==> src/rtl/tscm_pkg.sv <==
// Shared constants for the timeslot channel monitor.
package tscm_pkg;
  // Register indices; the byte address on the bus is four times these.
  localparam logic [5:0] IDX_COMMON_CONTROL_THREE = 6'h14;
  localparam logic [5:0] IDX_COMMON_CONTROL_FOUR  = 6'h15;
  localparam logic [5:0] IDX_TRANSMIT_SLOT_SNOOP  = 6'h22;
  localparam logic [5:0] IDX_RECEIVE_SLOT_SNOOP   = 6'h2a;
  // Bus, register and select widths.
  localparam int         ADDR_W     = 8;
  localparam int         DATA_W     = 32;
  localparam int         REG_W      = 8;
  localparam int         SEL_W      = 5;
  // Field positions inside the two control registers.
  localparam int         SEL_LSB    = 0;
  localparam int         SEL_MSB    = 4;
  // Reset values.
  localparam logic [7:0] CTRL_RESET = 8'h00;
  localparam logic [7:0] SNOOP_RESET = 8'h00;
  // Frame geometry: 32 slots of 8 bits, 256 bits in one 125 us frame.
  localparam int         POS_W      = 8;
  localparam logic [2:0] LAST_BIT   = 3'h7;
  // PRBS single-slot mode code.
  localparam logic [1:0] PRBS_SINGLE_SLOT = 2'h1;
endpackage : tscm_pkg

==> src/rtl/tscm_snoop.sv <==
`timescale 1ns/1ps
// Captures the octet of one selected timeslot from a serial bit stream.
module tscm_snoop (
  input  wire logic       ref_clk,    // System clock.
  input  wire logic       srst,       // Synchronous reset, active high.
  input  wire logic       bit_stb,    // One-cycle strobe per line bit.
  input  wire logic       bit_data,   // Line bit, valid with bit_stb.
  input  wire logic       frame_sync, // With bit_stb: first bit of frame.
  input  wire logic [4:0] slot_sel,   // Selected timeslot number.
  output logic      [7:0] octet,      // Last complete selected octet.
  output logic            slot_hit    // Current bit is in selected slot.
);

  logic [7:0] pos_reg;     // Bits seen since the frame started.
  logic [7:0] pos_next;    // Next bit position.
  logic       sync_reg;    // A frame start has been seen.
  logic       sync_next;   // Next value of sync_reg.
  logic [7:0] shift_reg;   // Partial octet, first bit shifts to the top.
  logic [7:0] shift_next;  // Next partial octet.
  logic [7:0] octet_reg;   // Held complete octet.
  logic [7:0] octet_next;  // Next held octet.
  logic [7:0] cur_pos;     // Position of the bit on the strobe now.
  logic       load;        // Last bit of the selected slot arrives.

  // A frame marker restarts the count at bit zero.
  assign cur_pos  = frame_sync ? 8'h00 : pos_reg;
  assign slot_hit = (sync_reg | frame_sync)
                    & (cur_pos[7:3] == slot_sel);
  assign load     = bit_stb & slot_hit
                    & (cur_pos[2:0] == tscm_pkg::LAST_BIT);
  assign octet    = octet_reg;

  // Next state: count bits, shift the slot in, publish whole octets.
  always_comb begin
    pos_next   = pos_reg;
    sync_next  = sync_reg | (bit_stb & frame_sync);
    shift_next = shift_reg;
    octet_next = octet_reg;
    if (bit_stb) begin
      // The count wraps from 255 to 0 at the end of the frame.
      pos_next = cur_pos + 8'h01;
    end
    if (bit_stb && slot_hit) begin
      // First bit ends in bit 7, last bit in bit 0.
      shift_next = {shift_reg[6:0], bit_data};
    end
    if (load) begin
      // Only a whole octet is published, never a partial one.
      octet_next = {shift_reg[6:0], bit_data};
    end
  end

  // Registers only.
  always_ff @(posedge ref_clk) begin
    if (srst) begin
      pos_reg   <= 8'h00;
      sync_reg  <= 1'b0;
      shift_reg <= 8'h00;
      octet_reg <= tscm_pkg::SNOOP_RESET;
    end else begin
      pos_reg   <= pos_next;
      sync_reg  <= sync_next;
      shift_reg <= shift_next;
      octet_reg <= octet_next;
    end
  end

  // The held octet changes only when a complete slot has arrived.
  property p_octet_whole;
    @(posedge ref_clk) disable iff (srst)
      !load |=> $stable(octet_reg);
  endproperty
  a_octet_whole: assert property (p_octet_whole)
    else $error("Snoop octet changed without a complete slot.");

  // The last bit of the slot lands in bit 0 of the octet.
  property p_last_bit_low;
    @(posedge ref_clk) disable iff (srst)
      load |=> (octet_reg[0] == $past(bit_data));
  endproperty
  a_last_bit_low: assert property (p_last_bit_low)
    else $error("Last slot bit not in bit 0 of octet.");

endmodule : tscm_snoop

==> src/rtl/tscm_top.sv <==
`timescale 1ns/1ps
module tscm_top (
  input  wire logic        ref_clk,        // System clock, 100 MHz.
  input  wire logic        srst,           // Sync reset, active high.
  input  wire logic        psel,           // APB select.
  input  wire logic        penable,        // APB access phase.
  input  wire logic        pwrite,         // APB write when high.
  input  wire logic [7:0]  paddr,          // APB byte address.
  input  wire logic [31:0] pwdata,         // APB write data.
  output logic      [31:0] prdata,         // APB read data.
  output logic             pready,         // APB ready.
  output logic             pslverr,        // APB error.
  input  wire logic        tx_bit_stb,     // Transmit bit strobe.
  input  wire logic        tx_bit_data,    // Transmit line bit.
  input  wire logic        tx_frame_sync,  // Transmit frame first bit.
  input  wire logic        rx_bit_stb,     // Receive bit strobe.
  input  wire logic        rx_bit_data,    // Receive line bit.
  input  wire logic        rx_frame_sync,  // Receive frame first bit.
  input  wire logic [1:0]  tx_prbs_mode,   // Transmit PRBS mode.
  input  wire logic [1:0]  rx_prbs_mode,   // Receive PRBS mode.
  output logic             tx_prbs_slot,   // Transmit PRBS slot active.
  output logic             rx_prbs_slot    // Receive PRBS slot active.
);

  logic [7:0]  ctrl3_reg;    // Common control three.
  logic [7:0]  ctrl3_next;   // Next value of control three.
  logic [7:0]  ctrl4_reg;    // Common control four.
  logic [7:0]  ctrl4_next;   // Next value of control four.
  logic [31:0] rdata_reg;    // Read data held for the access phase.
  logic [31:0] rdata_next;   // Next read data.
  logic        err_reg;      // Error answer held for the access phase.
  logic        err_next;     // Next error answer.
  logic [4:0]  tx_sel;       // Transmit slot select field.
  logic [4:0]  rx_sel;       // Receive slot select field.
  logic [7:0]  tx_octet;     // Captured transmit octet.
  logic [7:0]  rx_octet;     // Captured receive octet.
  logic        tx_hit;       // Transmit bit is in the selected slot.
  logic        rx_hit;       // Receive bit is in the selected slot.
  logic [5:0]  idx;          // Word index of the bus address.
  logic        setup;        // APB setup cycle.
  logic        wr_fire;      // APB write completes this edge.

  assign idx     = paddr[7:2];
  assign setup   = psel & ~penable;
  assign wr_fire = psel & penable & pwrite;
  assign pready  = 1'b1;
  assign prdata  = rdata_reg;
  assign pslverr = psel & penable & err_reg;

  // Bit 4 is the MSB and bit 0 the LSB of each slot number.
  assign tx_sel =
    ctrl3_reg[tscm_pkg::SEL_MSB:tscm_pkg::SEL_LSB];
  assign rx_sel =
    ctrl4_reg[tscm_pkg::SEL_MSB:tscm_pkg::SEL_LSB];

  // Transmit and receive capture run independently of each other.
  tscm_snoop u_tx_snoop (
    .ref_clk    (ref_clk),
    .srst       (srst),
    .bit_stb    (tx_bit_stb),
    .bit_data   (tx_bit_data),
    .frame_sync (tx_frame_sync),
    .slot_sel   (tx_sel),
    .octet      (tx_octet),
    .slot_hit   (tx_hit)
  );

  tscm_snoop u_rx_snoop (
    .ref_clk    (ref_clk),
    .srst       (srst),
    .bit_stb    (rx_bit_stb),
    .bit_data   (rx_bit_data),
    .frame_sync (rx_frame_sync),
    .slot_sel   (rx_sel),
    .octet      (rx_octet),
    .slot_hit   (rx_hit)
  );

  // In single-slot PRBS mode the same selects mark the PRBS slot.
  assign tx_prbs_slot = (tx_prbs_mode == tscm_pkg::PRBS_SINGLE_SLOT)
                        & tx_hit;
  assign rx_prbs_slot = (rx_prbs_mode == tscm_pkg::PRBS_SINGLE_SLOT)
                        & rx_hit;

  // Next state of the register file and of the read answer.
  always_comb begin
    ctrl3_next = ctrl3_reg;
    ctrl4_next = ctrl4_reg;
    rdata_next = rdata_reg;
    err_next   = err_reg;
    if (setup) begin
      // Decode in the setup cycle so the answer comes from flip-flops.
      rdata_next = 32'h0000_0000;
      err_next   = 1'b0;
      unique case (idx)
        tscm_pkg::IDX_COMMON_CONTROL_THREE: begin
          rdata_next = {24'h00_0000, ctrl3_reg};
        end
        tscm_pkg::IDX_COMMON_CONTROL_FOUR: begin
          rdata_next = {24'h00_0000, ctrl4_reg};
        end
        tscm_pkg::IDX_TRANSMIT_SLOT_SNOOP: begin
          rdata_next = {24'h00_0000, tx_octet};
          err_next   = pwrite;
        end
        tscm_pkg::IDX_RECEIVE_SLOT_SNOOP: begin
          rdata_next = {24'h00_0000, rx_octet};
          err_next   = pwrite;
        end
        default: begin
          // Unmapped words read zero and answer with an error.
          err_next = 1'b1;
        end
      endcase
    end
    if (wr_fire) begin
      // Only the two control words take writes; snoop words ignore them.
      if (idx == tscm_pkg::IDX_COMMON_CONTROL_THREE) begin
        ctrl3_next = pwdata[7:0];
      end
      if (idx == tscm_pkg::IDX_COMMON_CONTROL_FOUR) begin
        ctrl4_next = pwdata[7:0];
      end
    end
  end

  // Registers only.
  always_ff @(posedge ref_clk) begin
    if (srst) begin
      ctrl3_reg <= tscm_pkg::CTRL_RESET;
      ctrl4_reg <= tscm_pkg::CTRL_RESET;
      rdata_reg <= 32'h0000_0000;
      err_reg   <= 1'b0;
    end else begin
      ctrl3_reg <= ctrl3_next;
      ctrl4_reg <= ctrl4_next;
      rdata_reg <= rdata_next;
      err_reg   <= err_next;
    end
  end

  // A write to control three moves the transmit select.
  property p_tx_sel_write;
    @(posedge ref_clk) disable iff (srst)
      (wr_fire && idx == tscm_pkg::IDX_COMMON_CONTROL_THREE)
        |=> (tx_sel == $past(pwdata[4:0]));
  endproperty
  a_tx_sel_write: assert property (p_tx_sel_write)
    else $error("Transmit select did not take the written value.");

  // A write to control four moves the receive select.
  property p_rx_sel_write;
    @(posedge ref_clk) disable iff (srst)
      (wr_fire && idx == tscm_pkg::IDX_COMMON_CONTROL_FOUR)
        |=> (rx_sel == $past(pwdata[4:0]));
  endproperty
  a_rx_sel_write: assert property (p_rx_sel_write)
    else $error("Receive select did not take the written value.");

  // A write to a snoop word leaves both selects alone.
  property p_snoop_ro;
    @(posedge ref_clk) disable iff (srst)
      (wr_fire && (idx == tscm_pkg::IDX_TRANSMIT_SLOT_SNOOP
                   || idx == tscm_pkg::IDX_RECEIVE_SLOT_SNOOP))
        |=> ($stable(ctrl3_reg) && $stable(ctrl4_reg) && $past(pslverr));
  endproperty
  a_snoop_ro: assert property (p_snoop_ro)
    else $error("Write to snoop word had an effect.");

  // Reading the transmit snoop word returns the captured octet.
  property p_tx_read;
    @(posedge ref_clk) disable iff (srst)
      (setup && idx == tscm_pkg::IDX_TRANSMIT_SLOT_SNOOP)
        |=> (prdata == {24'h00_0000, $past(tx_octet)});
  endproperty
  a_tx_read: assert property (p_tx_read)
    else $error("Transmit snoop read returned wrong data.");

  // Reading the receive snoop word returns the captured octet.
  property p_rx_read;
    @(posedge ref_clk) disable iff (srst)
      (setup && idx == tscm_pkg::IDX_RECEIVE_SLOT_SNOOP)
        |=> (prdata == {24'h00_0000, $past(rx_octet)});
  endproperty
  a_rx_read: assert property (p_rx_read)
    else $error("Receive snoop read returned wrong data.");

  // The PRBS slot marks appear only in single-slot mode.
  property p_prbs_slot;
    @(posedge ref_clk) disable iff (srst)
      (tx_prbs_slot || rx_prbs_slot)
        |-> ((tx_prbs_slot && tx_prbs_mode == 2'h1 && tx_hit)
             || (rx_prbs_slot && rx_prbs_mode == 2'h1 && rx_hit));
  endproperty
  a_prbs_slot: assert property (p_prbs_slot)
    else $error("PRBS slot mark outside single-slot mode.");

  // Reading control three returns the stored word with zero top bits.
  property p_ctrl3_read;
    @(posedge ref_clk) disable iff (srst)
      (setup && idx == tscm_pkg::IDX_COMMON_CONTROL_THREE)
        |=> (prdata == {24'h00_0000, $past(ctrl3_reg)});
  endproperty
  a_ctrl3_read: assert property (p_ctrl3_read)
    else $error("Control three read returned wrong data.");

  // Reading control four returns the stored word with zero top bits.
  property p_ctrl4_read;
    @(posedge ref_clk) disable iff (srst)
      (setup && idx == tscm_pkg::IDX_COMMON_CONTROL_FOUR)
        |=> (prdata == {24'h00_0000, $past(ctrl4_reg)});
  endproperty
  a_ctrl4_read: assert property (p_ctrl4_read)
    else $error("Control four read returned wrong data.");

  // Without a bus write the transmit select holds, so no slot drift.
  property p_tx_sel_hold;
    @(posedge ref_clk) disable iff (srst)
      !wr_fire |=> $stable(tx_sel);
  endproperty
  a_tx_sel_hold: assert property (p_tx_sel_hold)
    else $error("Transmit select moved without a write.");

  // Without a bus write the receive select holds, so no slot drift.
  property p_rx_sel_hold;
    @(posedge ref_clk) disable iff (srst)
      !wr_fire |=> $stable(rx_sel);
  endproperty
  a_rx_sel_hold: assert property (p_rx_sel_hold)
    else $error("Receive select moved without a write.");

  // A read of the transmit snoop word is never refused.
  property p_tx_rd_ok;
    @(posedge ref_clk) disable iff (srst)
      (setup && !pwrite && idx == tscm_pkg::IDX_TRANSMIT_SLOT_SNOOP)
        |=> !pslverr;
  endproperty
  a_tx_rd_ok: assert property (p_tx_rd_ok)
    else $error("Transmit snoop read answered with an error.");

  // A read of the receive snoop word is never refused.
  property p_rx_rd_ok;
    @(posedge ref_clk) disable iff (srst)
      (setup && !pwrite && idx == tscm_pkg::IDX_RECEIVE_SLOT_SNOOP)
        |=> !pslverr;
  endproperty
  a_rx_rd_ok: assert property (p_rx_rd_ok)
    else $error("Receive snoop read answered with an error.");

  // A write aimed at a snoop word is flagged, so software sees the slip.
  property p_snoop_wr_err;
    @(posedge ref_clk) disable iff (srst)
      (setup && pwrite && (idx == tscm_pkg::IDX_TRANSMIT_SLOT_SNOOP
                           || idx == tscm_pkg::IDX_RECEIVE_SLOT_SNOOP))
        |=> err_reg;
  endproperty
  a_snoop_wr_err: assert property (p_snoop_wr_err)
    else $error("Write to snoop word was not flagged.");

  // Outside single-slot mode the transmit PRBS slot mark stays low.
  property p_tx_prbs_off;
    @(posedge ref_clk) disable iff (srst)
      (tx_prbs_mode != tscm_pkg::PRBS_SINGLE_SLOT) |-> !tx_prbs_slot;
  endproperty
  a_tx_prbs_off: assert property (p_tx_prbs_off)
    else $error("Transmit PRBS slot mark outside single-slot mode.");

  // Outside single-slot mode the receive PRBS slot mark stays low.
  property p_rx_prbs_off;
    @(posedge ref_clk) disable iff (srst)
      (rx_prbs_mode != tscm_pkg::PRBS_SINGLE_SLOT) |-> !rx_prbs_slot;
  endproperty
  a_rx_prbs_off: assert property (p_rx_prbs_off)
    else $error("Receive PRBS slot mark outside single-slot mode.");

  // In single-slot mode the selected transmit slot carries the mark.
  property p_tx_prbs_on;
    @(posedge ref_clk) disable iff (srst)
      (tx_prbs_mode == tscm_pkg::PRBS_SINGLE_SLOT && tx_hit)
        |-> tx_prbs_slot;
  endproperty
  a_tx_prbs_on: assert property (p_tx_prbs_on)
    else $error("Transmit PRBS slot mark missing in selected slot.");

  // In single-slot mode the selected receive slot carries the mark.
  property p_rx_prbs_on;
    @(posedge ref_clk) disable iff (srst)
      (rx_prbs_mode == tscm_pkg::PRBS_SINGLE_SLOT && rx_hit)
        |-> rx_prbs_slot;
  endproperty
  a_rx_prbs_on: assert property (p_rx_prbs_on)
    else $error("Receive PRBS slot mark missing in selected slot.");

  // The transmit octet moves only on a transmit bit, never on receive.
  property p_tx_indep;
    @(posedge ref_clk) disable iff (srst)
      !tx_bit_stb |=> $stable(tx_octet);
  endproperty
  a_tx_indep: assert property (p_tx_indep)
    else $error("Transmit octet changed without a transmit bit.");

  // The receive octet moves only on a receive bit, never on transmit.
  property p_rx_indep;
    @(posedge ref_clk) disable iff (srst)
      !rx_bit_stb |=> $stable(rx_octet);
  endproperty
  a_rx_indep: assert property (p_rx_indep)
    else $error("Receive octet changed without a receive bit.");

endmodule : tscm_top

==> config.mk <==
export PLATFORM = sky130hd
export DESIGN_NAME = tscm_top
export DESIGN_NICKNAME = d
export VERILOG_FILES = /design/src/rtl/tscm_pkg.sv /design/src/rtl/tscm_snoop.sv /design/src/rtl/tscm_top.sv
export SDC_FILE = /design/constraint.sdc
export NUM_CORES = 1
export LEC_CHECK = 0
export BUFFER_PORTS_ARGS = -buffer_cell sky130_fd_sc_hd__buf_2
export CAP_MARGIN = 20
export CORE_UTILIZATION = 35
export CTS_CLUSTER_SIZE = 40
export DETAILED_ROUTE_END_ITERATION = 10
export PLACE_DENSITY = 0.55
export SKIP_CTS_REPAIR_TIMING = 1
export SYNTH_ARGS = -nofsm -noshare
export SYNTH_HDL_FRONTEND = slang
export SYNTH_SLANG_ARGS = --single-unit
export TNS_END_PERCENT = 20
==> constraint.sdc <==
create_clock -name ref_clk -period 1.6 [get_ports ref_clk]
set_input_delay 0.24 -clock ref_clk [delete_from_list [all_inputs] [get_ports ref_clk]]
set_output_delay 0.24 -clock ref_clk [all_outputs]
set_load 0.05 [all_outputs]
==> results_dict.tcl, run 1 <==
set metrics [dict create \
    outcome "finished, violations left" \
    violations "setup timing" \
    synth-xor-area-share_pct 1.902 \
    overflow 0 \
    initial_core_util_pct 35.85 \
    fp.dieW_um 104.6 \
    min_path_type "in -> reg" \
    ant_nets 0 \
    async_flop_share_pct 0 \
    yosysTopAreaCell "dfxtp_1" \
    cts_tree "done" \
    fin_nets 518 \
    synth_seq_area_share_pct 39.66 \
    leakage_nw 1.833 \
    final_cells 600 \
    regToRegSetupSlack_ns -0.14 \
    crit_type "reg -> out" \
    synth_ff_type "dfxtp_1" \
    clock_path_buffers 2 \
    finalSetupViolations 32 \
    yosysTopAreaCellShare_pct 39.66 \
    cts.clk_slew.worst_paths_ns 0.09 \
    area_delta_synth_final_pct 22.28 \
    peakVddDrop_mv 0.4042 \
    synth_warnings 0 \
    path_cells "xnor2_2, a21oi_1, o31a_1, nor4b_4, buf_6" \
    dp_hpwl_um 5310 \
    arrival_ns 1.73 \
    antenna_found_initial 0 \
    first_pass_iters 4 \
    synth_adder_area_share_pct 1.358 \
    fin_crit_ns 1.972 \
    dieArea_mm2 0.01094 \
    clock.fmax_ghz 0.5071 \
    r2r_cells 8 \
    synthTopCellsByArea "dfxtp_1, mux2i_1, nand2b_1, nor2_1, buf_4" \
    io_buffer_count 39 \
    seqCellArea_mm2 0.001479 \
    grt.total_usage_pct 14.27 \
    fin_tns_setup_ns -3.252 \
    die_y_um 104.6 \
    powerDensity_mw_per_mm2 823.0 \
    synth_cells 389 \
    ys_seq_elements 73 \
    synth_cell_types 52 \
    r2r_start "ctrl4_reg[0]" \
    critPathSlowestCell "dfxtp_4" \
    fin_ws_ns -0.3721 \
    dp_slack_ns -0.1463 \
    drv_cap 0 \
    cts-root-buf "clkbuf_8" \
    start_kind "register" \
    routed.top_layer "met4" \
    hold_viol_final 0 \
    synth_top_family_by_area "simple AND/OR/NAND/NOR gates" \
    synth_compound_area_share_pct 8.115 \
    rows 37 \
    met3_length_um 250 \
    finalMaxSlewViolations 0 \
    gp_congestion 0.7447 \
    synth-edff-count 0 \
    clk_latency_ns 0.35 \
    wire_per_inst_um 12.57 \
    synth_area_mm2 0.003685 \
    cp_max_fo 4 \
    fin_crit_sh_pct 123.3 \
    h-tree-depth 3 \
    diodes 0 \
    drive_above_1_share_pct 26.08 \
    skew_ns 0.01072 \
    cts_buffers 9 \
    drc 0 \
    first_iter_violations 115 \
    multiInputGateArea_mm2 0.002090 \
    grt_pass1_vias 2622 \
    crit_path_end_kind "output pin" \
    synth-simple-area-share_pct 23.97 \
    clock_sinks 73 \
    via_per_inst 4.633 \
    dr_total_vias 2780 \
    crit_required_ns 1.36 \
    place_inst 581 \
    met2WireLength_um 3183 \
    core_area_mm2 0.01028 \
    num_io_pins 91 \
    avgSynthCellArea_um2 9.472 \
    fillers 1021 \
    wl_met1_um 4029 \
    grt_start_max_net_pins 63 \
    reg2reg_to "u_rx_snoop.octet[0]" \
    startpoint "ctrl3_reg[3]" \
    endpoint "tx_prbs_slot" \
    wirelength_um 7541 \
    grt_pass1_wl_um 12550 \
    synthMuxAreaShare_pct 16.64 \
    rsz0062_at_grt "yes" \
    fin_total_pwr_mw 3.708 \
    cpPeakStageDelay_ns 0.36 \
]
synth_stat cells, types with 7 or more instances:
master    instances
dfxtp_1          73
buf_4            25
xnor2_1           7
a221oi_1          8
o21ai_0          13
nor2b_1          11
clkbuf_1          7
mux2i_1          59
nand2b_1         40
nor2_1           51
nand2_1          23
where the power goes:
part	switching, mW	internal, mW	total [mW]
Sequential	0.00734	1.83	1.84
Combinational	0.286	0.143	0.429
Clock	0.717	0.726	1.44
Total	1.01	2.70	3.71
worst min-delay path by stage:
stage / from / end / cells past startpoint / slack [ns]
after global routing: pwdata[5] / ctrl3_reg[5] / 3 / 0.15
final: pwdata[6] / ctrl3_reg[6] / 3 / 0.14
after global placement: prdata[5] / prdata[5] / 2 / 0.43
after floorplan: pwdata[0] / ctrl4_reg[0] / 2 / 0.38
after detailed placement: prdata[5] / prdata[5] / 2 / 0.44
after CTS: pwdata[6] / ctrl3_reg[6] / 3 / 0.14
per-stage QoR:
stage                     utilization, %  cell area, µm²  hold slack (ns)
after floorplan                        -            3801           0.3839
after global placement             40.82            4195           0.4312
after detailed placement           40.82            4195           0.4422
after CTS                          42.73            4392           0.1385
after global routing               43.84            4506           0.1497
final                              43.84            4506           0.1429
per-layer routing:
layer | track usage [%] | vias up
li1 | - | 1441
met1 | 20.24 | 1276
met2 | 21.29 | 55
met3 | 2.745 | 8
met4 | 5.433 | 0
met5 | 0 | -
critical path: cells and delay by family (launching register included):
kind                      cells  cell delay (ns)
xor gates and xnor gates      1             0.14
and+or+nand+nor               1             0.30
AOI/OAI and AO/OA             2             0.40
DFF                           1             0.36
buffers and inverters         1             0.19
placed cells by master (no fill, tap or decap), types with 3 or more instances in the layout:
cell	count
dfxtp_1	63
mux2i_1	59
nor2_1	50
nand2b_1	40
buf_2	37
buf_4	29
conb_1	25
nand2_1	23
o21ai_0	13
nor2b_1	11
clkbuf_8	9
a221oi_1	8
dfxtp_2	8
xnor2_1	6
buf_6	5
buf_12	5
a21oi_1	4
nand3_1	4
nand4_1	4
ha_1	4
and3_1	3
inv_1	3
a22oi_1	3
clkinv_4	3
kinds of logic (layout without fill, tap and decap cells):
family,after synthesis,in the layout
xor+xnor,8,8
buf+inv,43,95
other cells,2,25
mux,61,61
compound gates,42,42
simple gates,156,156
fa+ha+maj,4,4
flops,73,73
cell type report:
cell class                      count  share of cell area [%]
Timing Repair Buffer               76                   12.41
Multi-Input combinational cell    296                   46.38
Inverter                            3                  0.2499
Tap cell                          136                   3.777
Clock inverter                      6                   1.527
Clock buffer                       10                   2.833
Sequential cell                    73                   32.82
No activity file was read; power rests on OpenSTA's default activity.
==> run 2, diff against run 1 <==
--- a/config.mk
+++ b/config.mk
@@ -7,10 +7,12 @@
 export LEC_CHECK = 0
 export BUFFER_PORTS_ARGS = -buffer_cell sky130_fd_sc_hd__buf_2
 export CAP_MARGIN = 20
+export CELL_PAD_IN_SITES_DETAIL_PLACEMENT = 0
+export CELL_PAD_IN_SITES_GLOBAL_PLACEMENT = 1
 export CORE_UTILIZATION = 35
 export CTS_CLUSTER_SIZE = 40
 export DETAILED_ROUTE_END_ITERATION = 10
-export PLACE_DENSITY = 0.55
+export PLACE_DENSITY = 0.71
 export SKIP_CTS_REPAIR_TIMING = 1
 export SYNTH_ARGS = -nofsm -noshare
 export SYNTH_HDL_FRONTEND = slang
==> run 2 against run 1 <==
Effect of this change: the run still ends with setup timing left; hold slack better by 0.0054 ns; cell count is 0.17% higher; routed wire length is 0.72% higher; maximum frequency is 0.26% lower; critical path depth stayed put; power is 4.5% lower; cell area is 1.1% lower; combinational power is 3% lower; critical path type unchanged.
==> results_dict.tcl, run 2 (synthesis results as in run 1) <==
set metrics [dict create \
    grt_pass1_vias 2584 \
    cts_buffers 9 \
    violations "setup timing" \
    antenna_found_initial 0 \
    grt_start_max_net_pins 64 \
    fin_total_pwr_mw 3.539 \
    cp_max_fo 4 \
    final_cells 601 \
    crit_required_ns 1.36 \
    overflow 0 \
    whs_ns 0.1483 \
    outcome "finished, violations left" \
    cts.clk_slew.worst_paths_ns 0.09 \
    io_buffer_count 39 \
    fin_nets 519 \
    diodes 0 \
    cts-root-buf "clkbuf_8" \
    fin_ws_ns -0.3772 \
    fin_crit_ns 1.977 \
    min_path_type "in -> reg" \
    cts_tree "done" \
    wirelength_um 7595 \
    place_inst 580 \
    r2r_cells 8 \
    skew_ns 0.01031 \
    drive_above_1_share_pct 25.38 \
    core_area_mm2 0.01028 \
    crit_path_end_kind "output pin" \
    fillers 1027 \
    powerDensity_mw_per_mm2 794.6 \
    routed.top_layer "met4" \
    cpPeakStageDelay_ns 0.44 \
    clock.fmax_ghz 0.5058 \
    tightest_slew_ns 0.5484 \
    first_pass_iters 4 \
    critPathSlowestCell "dfxtp_1" \
    rsz0062_at_grt "yes" \
    peakVddDrop_mv 0.3853 \
    start_kind "register" \
    finalSetupViolations 32 \
    hold_viol_final 0 \
    crit_type "reg -> out" \
    met2WireLength_um 3340 \
    wire_per_inst_um 12.64 \
    clk_latency_ns 0.35 \
    max_slew_margin_pct 63.31 \
    initial_core_util_pct 35.85 \
    gp_congestion 0.7619 \
    layout_common_cells "dfxtp_1, mux2i_1, nor2_1" \
    leakage_nw 1.806 \
    ant_nets 0 \
    area_delta_synth_final_pct 20.88 \
    arrival_ns 1.74 \
    num_io_pins 91 \
    h-tree-depth 3 \
    drv_cap 0 \
    fin_crit_sh_pct 123.6 \
    final_core_util_pct 43.34 \
    grt_pass1_wl_um 12380 \
    fp.dieW_um 104.6 \
    final_common_cell "dfxtp_1" \
    dp_slack_ns -0.1577 \
    via_per_inst 4.682 \
    clock_sinks 73 \
    whs_path_depth 3 \
    met3_length_um 308 \
    rows 37 \
    path_cells "xnor2_1, a22o_1, a31oi_2, nor4b_4, buf_6" \
    dr_total_vias 2814 \
    dp_hpwl_um 5336 \
    clock_path_buffers 2 \
    first_iter_violations 100 \
    regToRegSetupSlack_ns -0.21 \
    finalMaxSlewViolations 0 \
    die_y_um 104.6 \
    dieArea_mm2 0.01094 \
    drc 0 \
    wl_met1_um 3875 \
    grt.total_usage_pct 14.26 \
]
## run 2: path summary, 6_finish.rpt
| kind | start | end |
|---|---|---|
| max | ctrl4_reg[3] | rx_prbs_slot |
| min | pwdata[7] | ctrl3_reg[7] |
| max reg2reg | u_rx_snoop.pos_reg[3] | u_rx_snoop.shift_reg[6] |
| min reg2reg | prdata[2] | prdata[2] |
## run 2: routing by layer
layer | up-vias | track usage [%]
met3 | 7 | 3.618
li1 | 1441 | -
met2 | 59 | 21.90
met4 | 0 | 5.131
met1 | 1307 | 19.28
met5 | - | 0
## run 2: layout make-up
type | instances | area [µm²] | area share (%)
Clock inverter | 6 | 43.79 | 0.9831
Sequential cell | 73 | 1475 | 33.12
Tap cell | 136 | 170.2 | 3.820
Clock buffer | 10 | 127.6 | 2.865
Multi-Input combinational cell | 296 | 2071 | 46.49
Timing Repair Buffer | 77 | 555.5 | 12.47
Inverter | 3 | 11.26 | 0.2528
## run 2: stage by stage
| step | TNS [ns] | instance area (µm²) |
|---|---|---|
| floorplan | -0.3361 | 3801 |
| global placement | -1.488 | 4188 |
| detailed placement | -2.184 | 4188 |
| CTS | -2.978 | 4359 |
| global route | -8.571 | 4454 |
| finish | -5.200 | 4454 |
## run 2: critical path: cells and delay by family (launching register included)
family | cells | cell delay [ns]
and+or+nand+nor | 1 | 0.26
DFF | 1 | 0.44
buffers and inverters | 1 | 0.19
AOI/OAI and AO/OA | 2 | 0.35
xor gates and xnor gates | 1 | 0.15
## run 2: power breakdown
group          switching [mW]  leakage, nW  internal, mW
registers             0.00767        0.594          1.83
clock network           0.722       0.0749         0.565
logic                   0.279         1.14         0.138
total                    1.01         1.81          2.53
